===== config.mk =====
export PLATFORM = sky130hd
export DESIGN_NAME = cwf_filter_config
export DESIGN_NICKNAME = d
export VERILOG_FILES = /design/src/cwf_pkg.sv /design/src/cwf_filter_config.sv
export SDC_FILE = /design/constraint.sdc
export NUM_CORES = 1
export LEC_CHECK = 0
export BUFFER_PORTS_ARGS = -buffer_cell sky130_fd_sc_hd__buf_2
export CORE_ASPECT_RATIO = 0.9
export CORE_MARGIN = 2
export CORE_UTILIZATION = 41
export DETAILED_ROUTE_END_ITERATION = 12
export GPL_TIMING_DRIVEN = 0
export PLACE_DENSITY_LB_ADDON = 0.08
export SLEW_MARGIN = 0
export SYNTH_ARGS = -nofsm -noshare
export SYNTH_HDL_FRONTEND = slang
export SYNTH_SLANG_ARGS = --single-unit

===== constraint.sdc =====
create_clock -name core_clk -period 4.2 [get_ports core_clk]
set_input_delay 0.84 -clock core_clk [delete_from_list [all_inputs] [get_ports core_clk]]
set_output_delay 0.84 -clock core_clk [all_outputs]
set_load 0.01 [all_outputs]

===== src/cwf_pkg.sv =====
// cwf_pkg: register map, field layouts, reset values and carrier types for the
// selective-wake frame filter configuration slice.
// assumes: a serial-port frame decoder presents 7-bit register addresses and bytes.
package cwf_pkg;

  localparam int CWF_ADDR_W = 7;
  localparam int CWF_DATA_W = 8;
  localparam int CWF_ID_W = 29;
  localparam int CWF_STD_ID_W = 11;
  localparam int CWF_DLC_W = 4;

  // register addresses
  localparam logic [6:0] CWF_ADDR_MASK_28_21 = 7'h27;
  localparam logic [6:0] CWF_ADDR_MASK_20_13 = 7'h28;
  localparam logic [6:0] CWF_ADDR_MASK_12_5 = 7'h29;
  localparam logic [6:0] CWF_ADDR_MASK_4_0 = 7'h2A;
  localparam logic [6:0] CWF_ADDR_LENGTH_CODE = 7'h2B;
  localparam logic [6:0] CWF_ADDR_PAYLOAD_SEVEN = 7'h2C;
  localparam logic [6:0] CWF_ADDR_PAYLOAD_SIX = 7'h2D;
  localparam logic [6:0] CWF_ADDR_PAYLOAD_FIVE = 7'h2E;
  localparam logic [6:0] CWF_ADDR_PAYLOAD_FOUR = 7'h2F;

  // field positions
  localparam int CWF_MASK_LOW_MSB = 6;
  localparam int CWF_MASK_LOW_LSB = 2;
  localparam int CWF_MASK_LOW_W = 5;
  localparam int CWF_DLC_MSB = 3;
  localparam int CWF_STD_ID_LSB = 18;

  // reset values
  localparam logic [7:0] CWF_RST_BYTE = 8'h00;
  localparam logic [4:0] CWF_RST_MASK_LOW = 5'h00;
  localparam logic [3:0] CWF_RST_DLC = 4'h0;
  localparam logic [7:0] CWF_UNMAPPED_READ = 8'h00;

  // length-code decoding
  localparam logic [3:0] CWF_DLC_MAX_DIRECT = 4'h7;
  localparam logic [3:0] CWF_PAYLOAD_FULL = 4'h8;

  // register access from the serial-port decoder
  typedef struct packed {
    logic write;
    logic read;
    logic [6:0] addr;
    logic [7:0] wdata;
  } cwf_reg_req_t;

  // one received wake-up frame header
  typedef struct packed {
    logic valid;
    logic extended;
    logic [28:0] id;
    logic [3:0] dlc;
  } cwf_rx_frame_t;

  // outcome of a header comparison
  typedef struct packed {
    logic valid;
    logic id_match;
    logic dlc_match;
    logic frame_match;
  } cwf_match_t;

endpackage : cwf_pkg

===== src/cwf_filter_config.sv =====
// cwf_filter_config: mask, length-code and upper payload byte registers of the
// selective-wake detector, the configuration-valid flag, and header matching.
// assumes: register requests arrive as one-cycle strobes from the serial-port
// decoder; the identifier value and other config slices live outside.

`timescale 1ns/1ps

module cwf_filter_config
  import cwf_pkg::*;
(
  // clock and resets
  input wire logic core_clk,
  input wire logic reset,
  input wire logic soft_reset,
  input wire logic restart,
  // register access
  input wire cwf_reg_req_t reg_req,
  output logic [7:0] reg_rdata,
  output logic reg_rvalid,
  // configuration-valid control
  input wire logic wake_config_valid_set,
  input wire logic selective_wake_event,
  input wire logic other_config_changed,
  output logic wake_config_valid,
  // frame comparison
  input wire logic [28:0] cfg_id,
  input wire cwf_rx_frame_t rx_frame,
  output cwf_match_t match,
  // configuration towards the frame decoder
  output logic [28:0] id_compare_enable,
  output logic [3:0] expected_length_code,
  output logic [3:0] expected_payload_bytes,
  output logic [7:0] expected_payload_byte_seven,
  output logic [7:0] expected_payload_byte_six,
  output logic [7:0] expected_payload_byte_five,
  output logic [7:0] expected_payload_byte_four
);

  logic [7:0] id_compare_enable_high_ff;
  logic [7:0] id_compare_enable_upper_mid_ff;
  logic [7:0] id_compare_enable_lower_mid_ff;
  logic [4:0] id_compare_enable_low_ff;
  logic [3:0] length_code_ff;
  logic [7:0] payload_seven_ff;
  logic [7:0] payload_six_ff;
  logic [7:0] payload_five_ff;
  logic [7:0] payload_four_ff;
  logic wake_config_valid_ff;
  logic [7:0] rdata_ff;
  logic rvalid_ff;
  cwf_match_t match_ff;

  logic clear_regs;
  logic cfg_write;
  logic [7:0] nxt_rdata;
  logic [28:0] mask_all;
  logic [28:0] rx_id_aligned;
  logic [28:0] id_diff;
  logic nxt_id_match;
  logic nxt_dlc_match;

  // restart deliberately absent: contents survive it
  assign clear_regs = reset | soft_reset;

  assign cfg_write = reg_req.write &&
    (reg_req.addr >= CWF_ADDR_MASK_28_21) && (reg_req.addr <= CWF_ADDR_PAYLOAD_FOUR);

  // mask registers
  always_ff @(posedge core_clk)
  begin
    if (clear_regs)
    begin
      id_compare_enable_high_ff <= CWF_RST_BYTE;
      id_compare_enable_upper_mid_ff <= CWF_RST_BYTE;
      id_compare_enable_lower_mid_ff <= CWF_RST_BYTE;
      id_compare_enable_low_ff <= CWF_RST_MASK_LOW;
    end
    else if (reg_req.write)
    begin
      case (reg_req.addr)
        CWF_ADDR_MASK_28_21: id_compare_enable_high_ff <= reg_req.wdata;
        CWF_ADDR_MASK_20_13: id_compare_enable_upper_mid_ff <= reg_req.wdata;
        CWF_ADDR_MASK_12_5: id_compare_enable_lower_mid_ff <= reg_req.wdata;
        CWF_ADDR_MASK_4_0:
          id_compare_enable_low_ff <= reg_req.wdata[CWF_MASK_LOW_MSB:CWF_MASK_LOW_LSB];
        default:
          id_compare_enable_low_ff <= id_compare_enable_low_ff;
      endcase
    end
  end

  // length code and payload byte registers
  always_ff @(posedge core_clk)
  begin
    if (clear_regs)
    begin
      length_code_ff <= CWF_RST_DLC;
      payload_seven_ff <= CWF_RST_BYTE;
      payload_six_ff <= CWF_RST_BYTE;
      payload_five_ff <= CWF_RST_BYTE;
      payload_four_ff <= CWF_RST_BYTE;
    end
    else if (reg_req.write)
    begin
      case (reg_req.addr)
        CWF_ADDR_LENGTH_CODE: length_code_ff <= reg_req.wdata[CWF_DLC_MSB:0];
        CWF_ADDR_PAYLOAD_SEVEN: payload_seven_ff <= reg_req.wdata;
        CWF_ADDR_PAYLOAD_SIX: payload_six_ff <= reg_req.wdata;
        CWF_ADDR_PAYLOAD_FIVE: payload_five_ff <= reg_req.wdata;
        CWF_ADDR_PAYLOAD_FOUR: payload_four_ff <= reg_req.wdata;
        default:
          length_code_ff <= length_code_ff;
      endcase
    end
  end

  // configuration-valid flag; a host set in the same cycle as a clear cause other than reset wins,
  // since the host may be re-validating right after its last change
  always_ff @(posedge core_clk)
  begin
    if (reset)
    begin
      wake_config_valid_ff <= 1'b0;
    end
    else if (wake_config_valid_set)
    begin
      wake_config_valid_ff <= 1'b1;
    end
    else if (soft_reset || selective_wake_event || cfg_write || other_config_changed)
    begin
      wake_config_valid_ff <= 1'b0;
    end
  end

  // read mux; reserved bits are never stored, so they read zero after any restart
  always_comb
  begin
    nxt_rdata = CWF_UNMAPPED_READ;
    case (reg_req.addr)
      CWF_ADDR_MASK_28_21: nxt_rdata = id_compare_enable_high_ff;
      CWF_ADDR_MASK_20_13: nxt_rdata = id_compare_enable_upper_mid_ff;
      CWF_ADDR_MASK_12_5: nxt_rdata = id_compare_enable_lower_mid_ff;
      CWF_ADDR_MASK_4_0: nxt_rdata = {1'h0, id_compare_enable_low_ff, 2'h0};
      CWF_ADDR_LENGTH_CODE: nxt_rdata = {4'h0, length_code_ff};
      CWF_ADDR_PAYLOAD_SEVEN: nxt_rdata = payload_seven_ff;
      CWF_ADDR_PAYLOAD_SIX: nxt_rdata = payload_six_ff;
      CWF_ADDR_PAYLOAD_FIVE: nxt_rdata = payload_five_ff;
      CWF_ADDR_PAYLOAD_FOUR: nxt_rdata = payload_four_ff;
      default: nxt_rdata = CWF_UNMAPPED_READ;
    endcase
  end

  always_ff @(posedge core_clk)
  begin
    if (reset)
    begin
      rdata_ff <= CWF_RST_BYTE;
      rvalid_ff <= 1'b0;
    end
    else
    begin
      rvalid_ff <= reg_req.read;
      if (reg_req.read)
      begin
        rdata_ff <= nxt_rdata;
      end
    end
  end

  // header comparison
  assign mask_all = {id_compare_enable_high_ff, id_compare_enable_upper_mid_ff,
                     id_compare_enable_lower_mid_ff, id_compare_enable_low_ff};

  // a standard identifier lands on 28..18; lower positions are left out of the compare
  always_comb
  begin
    rx_id_aligned = rx_frame.id;
    id_diff = (rx_frame.id ^ cfg_id) & mask_all;
    if (!rx_frame.extended)
    begin
      rx_id_aligned = {rx_frame.id[CWF_STD_ID_W-1:0], {CWF_STD_ID_LSB{1'b0}}};
      id_diff = (rx_id_aligned ^ cfg_id) & mask_all &
                {{CWF_STD_ID_W{1'b1}}, {CWF_STD_ID_LSB{1'b0}}};
    end
  end

  assign nxt_id_match = (id_diff == '0);
  assign nxt_dlc_match = (rx_frame.dlc == length_code_ff);

  always_ff @(posedge core_clk)
  begin
    if (reset)
    begin
      match_ff <= '0;
    end
    else
    begin
      match_ff.valid <= rx_frame.valid;
      if (rx_frame.valid)
      begin
        match_ff.id_match <= nxt_id_match;
        match_ff.dlc_match <= nxt_dlc_match;
        match_ff.frame_match <= nxt_id_match && nxt_dlc_match;
      end
    end
  end

  // outputs
  assign reg_rdata = rdata_ff;
  assign reg_rvalid = rvalid_ff;
  assign wake_config_valid = wake_config_valid_ff;
  assign match = match_ff;
  assign id_compare_enable = mask_all;
  assign expected_length_code = length_code_ff;
  // eight-to-fifteen all decode to a full payload
  assign expected_payload_bytes = (length_code_ff > CWF_DLC_MAX_DIRECT) ?
                                  CWF_PAYLOAD_FULL : length_code_ff;
  assign expected_payload_byte_seven = payload_seven_ff;
  assign expected_payload_byte_six = payload_six_ff;
  assign expected_payload_byte_five = payload_five_ff;
  assign expected_payload_byte_four = payload_four_ff;

endmodule : cwf_filter_config


==> qor.yml <==
finish.utilization: 0.5466
synthCells: 486
num_rows: 34
worstSetupPathType: "input port to register"
yosys_register_bits: 79
dr.first_iter.drc_count: 334
tightest_slew_ps: 699.0
max-clock-path-buffers: 2
post_cts_resize_count: 0
grt_start_max_net_pins: 13
critical_path.slowest_cell: "sky130_fd_sc_hd__nor2_1"
clk-insertion-delay-late_ps: 340
design.core.area_mm2: 0.009742
worstPathMaxFanout: 10
finalSetupViolCount: 0
cts_root_buf: "sky130_fd_sc_hd__clkbuf_8"
tns_ps: 0
critical_path.most_common_cell: "sky130_fd_sc_hd__buf_2"
vias: 4324
place.gp.congestion: 0.9250
setup_bufs_post_cts: 0
critical_path_arrival_ps: 2700
power_leakage_nw: 2.408
timing.final.crit_share: 0.5895
achievable-frequency_mhz: 403.9
dp_worst_setup_slack_ps: 1391
dominant_combinational_cell_family_by_area_after_synthesis: "simple AND/OR/NAND/NOR gates"
netlist_area_mm2: 0.004133
die_area_mm2: 0.01090
grt_overflow: 0
avgViaCountPerCell: 5.473
wire_per_inst_um: 20.07
antenna_found_initial: 0
dp_hpwl_um: 11930
cp-start-kind: "input port"
fp.dieH_um: 99.25
ys_types: 46
maxSlewViolCount: 0
post-route-min-period_ps: 2476
regArea_mm2: 0.001582
start_util: 0.4242
vdd_drop_max_uv: 167.6
yosys.area_share.adder: 0
synth_enable_flop_cells: 0
dp.cells: 774
layoutNonFillerInstCount: 790
clock_sinks: 79
totalWireLength_um: 15850
cts-htree-levels: 3
finClkSkew_ps: 10.41
drv_cap: 0
timing.max_slew.rel_slack: 0.5323
final_hold_viol_count: 0
drt_drc_violations_left: 0
run_status: "completed"
synth_largest_area_cell: "sky130_fd_sc_hd__dfxtp_1"
fin_total_pwr_mw: 1.580
synth_top_flop_cell: "sky130_fd_sc_hd__dfxtp_1"
yosys.area_share.xor_xnor: 0.07417
synth_compound_gate_area_share: 0.1438
synth_warnings: 0
final_critical_path_setup_slack_ps: 1724
share_of_synthesized_area_occupied_by_flip_flops_and_latches: 0.3827
cts_tree: "built"
power.density_cell_area_mw_per_mm2: 296.6
crit_required_ps: 4420
postSynthAreaPerCell_um2: 8.504
synth.top_cells.by_area: "sky130_fd_sc_hd__dfxtp_1, sky130_fd_sc_hd__mux2i_1, sky130_fd_sc_hd__a21oi_1"
timing.critical_path.slowest_cell_delay_ps: 580
top_cells_by_count_synth: "sky130_fd_sc_hd__dfxtp_1, sky130_fd_sc_hd__nand2_1, sky130_fd_sc_hd__a21oi_1"
multi_input_gate_area_mm2: 0.002365
clkSlewWorstSetupHoldPaths_ps: 80
nets: 747
post_route_cells_drive_above_1_share: 0.3193
postSynth.asyncResetShare: 0
post_synth_mux_area_share: 0.1465
final_antenna_net_count: 0
detail_route.first_pass.iterations: 5
critical_path.cell_chain: "buf_2 -> buf_2 -> buf_2 -> nor2_1 -> nand3_1 -> mux2i_1 -> nor2_1"
grt_first_pass_wirelength_um: 22420
synthMostInstantiatedCell: "sky130_fd_sc_hd__dfxtp_1"
io_pins: 171
port-buffer-count: 162
first_global_vias: 3909
dieWidth_um: 109.8
fill_cells: 953
grtUsageTotal: 0.2817
crit_path_end_kind: "register"
antenna_cells: 0
ctsHoldBuffers: 0
syn_to_final_growth_pct: 28.85
yosys.area_share.simple: 0.2077
tritoncts.num_buffers: 9
hold_path.class: "register to register"
grt_setup_unrepaired: "no"
synth_top_area_share: 0.3827
synth.net_count: 574
==> worst max-delay path: cells and delay by family <==
kind / cells / cell delay (ps)
simple gates: 3 / 1050
buf+inv: 3 / 530
mux: 1 / 270
==> logic make-up after synthesis <==
logic type,count (synthesis)
AND/OR/NAND/NOR,182
XOR/XNOR,35
flip-flops,79
AO/OA/AOI/OAI,95
buffers and inverters,39
multiplexers,56
==> path summary, 6_finish.rpt <==
path	end	slack, ps	depth (start not counted)	startpoint
worst max-delay path	id_compare_enable_low_ff[3]$_SDFFE_PP0P_	1720	7	reg_req[10]
worst min-delay path	reg_rdata[4]$_SDFFE_PP0P_	470	2	reg_rdata[4]$_SDFFE_PP0P_
worst max register to register	reg_rdata[6]$_SDFFE_PP0P_	2660	5	id_compare_enable_low_ff[4]$_SDFFE_PP0P_
worst min register to register	reg_rdata[4]$_SDFFE_PP0P_	470	2	reg_rdata[4]$_SDFFE_PP0P_
==> cell usage in the layout, fill, tap and decap left out, types with 2 or more instances in the layout <==
| cell | n |
|---|---|
| sky130_fd_sc_hd__mux2i_1 | 47 |
| sky130_fd_sc_hd__clkbuf_8 | 11 |
| sky130_fd_sc_hd__nor2_1 | 35 |
| sky130_fd_sc_hd__nand2_1 | 69 |
| sky130_fd_sc_hd__nand4_1 | 2 |
| sky130_fd_sc_hd__nand3b_1 | 4 |
| sky130_fd_sc_hd__a2bb2oi_1 | 3 |
| sky130_fd_sc_hd__nor2b_1 | 10 |
| sky130_fd_sc_hd__a22o_1 | 4 |
| sky130_fd_sc_hd__nand3_1 | 43 |
| sky130_fd_sc_hd__a22oi_1 | 18 |
| sky130_fd_sc_hd__inv_1 | 2 |
| sky130_fd_sc_hd__buf_2 | 182 |
| sky130_fd_sc_hd__mux2_2 | 6 |
| sky130_fd_sc_hd__clkbuf_1 | 17 |
| sky130_fd_sc_hd__a21oi_1 | 52 |
| sky130_fd_sc_hd__dfxtp_1 | 79 |
| sky130_fd_sc_hd__and3_1 | 5 |
| sky130_fd_sc_hd__bufinv_16 | 2 |
| sky130_fd_sc_hd__mux4_2 | 3 |
| sky130_fd_sc_hd__a311oi_1 | 2 |
| sky130_fd_sc_hd__o32ai_1 | 3 |
| sky130_fd_sc_hd__nand2b_1 | 5 |
| sky130_fd_sc_hd__o21ai_0 | 2 |
| sky130_fd_sc_hd__xnor2_1 | 10 |
| sky130_fd_sc_hd__xor2_1 | 25 |
==> final cells by class <==
type,instances,area share
well taps,126,0.02961
repair buffers,162,0.1523
flip-flops and latches,79,0.2970
clock inverters,3,0.01222
multi-input cells,368,0.4441
clock buffers,13,0.02984
plain buffers,37,0.03360
inverters,2,0.001410
==> flip-flops by register name, indices dropped and copies added (netlist names), 4 cells and up <==
signal and cells:
match 4, reg_rdata 8, expected_payload_byte_five 8, id_compare_enable_lower_mid_ff 8, id_compare_enable_low_ff 5, id_compare_enable_upper_mid_ff 8, id_compare_enable_high_ff 8, expected_payload_byte_seven 8
expected_length_code 4, expected_payload_byte_six 8, expected_payload_byte_four 8
==> power breakdown <==
part	switching, mW	leakage [nW]	internal, mW	total, mW
Sequential	0.00182	0.637	0.752	0.754
Clock	0.277	0.114	0.368	0.644
Combinational	0.110	1.66	0.0719	0.181
==> stage by stage <==
step                area, um^2  hold WS (ps)
floorplan                 4133         489.3
global placement          5101         458.4
detailed placement        5101         460.0
CTS                       5325         473.2
global route              5325         499.5
finish                    5325         471.2
==> metal layers <==
| metal | share of wire | track usage | vias to the layer above |
|---|---|---|---|
| met2 | 0.48 | 0.4781 | 211 |
| met4 | 0.012 | 0.06816 | 0 |
| met5 | 0 | 0 | - |
| met1 | 0.43 | 0.3776 | 2040 |
| met3 | 0.075 | 0.03670 | 14 |
| li1 | - | - | 2059 |
Power figures use the tool's default switching activity.
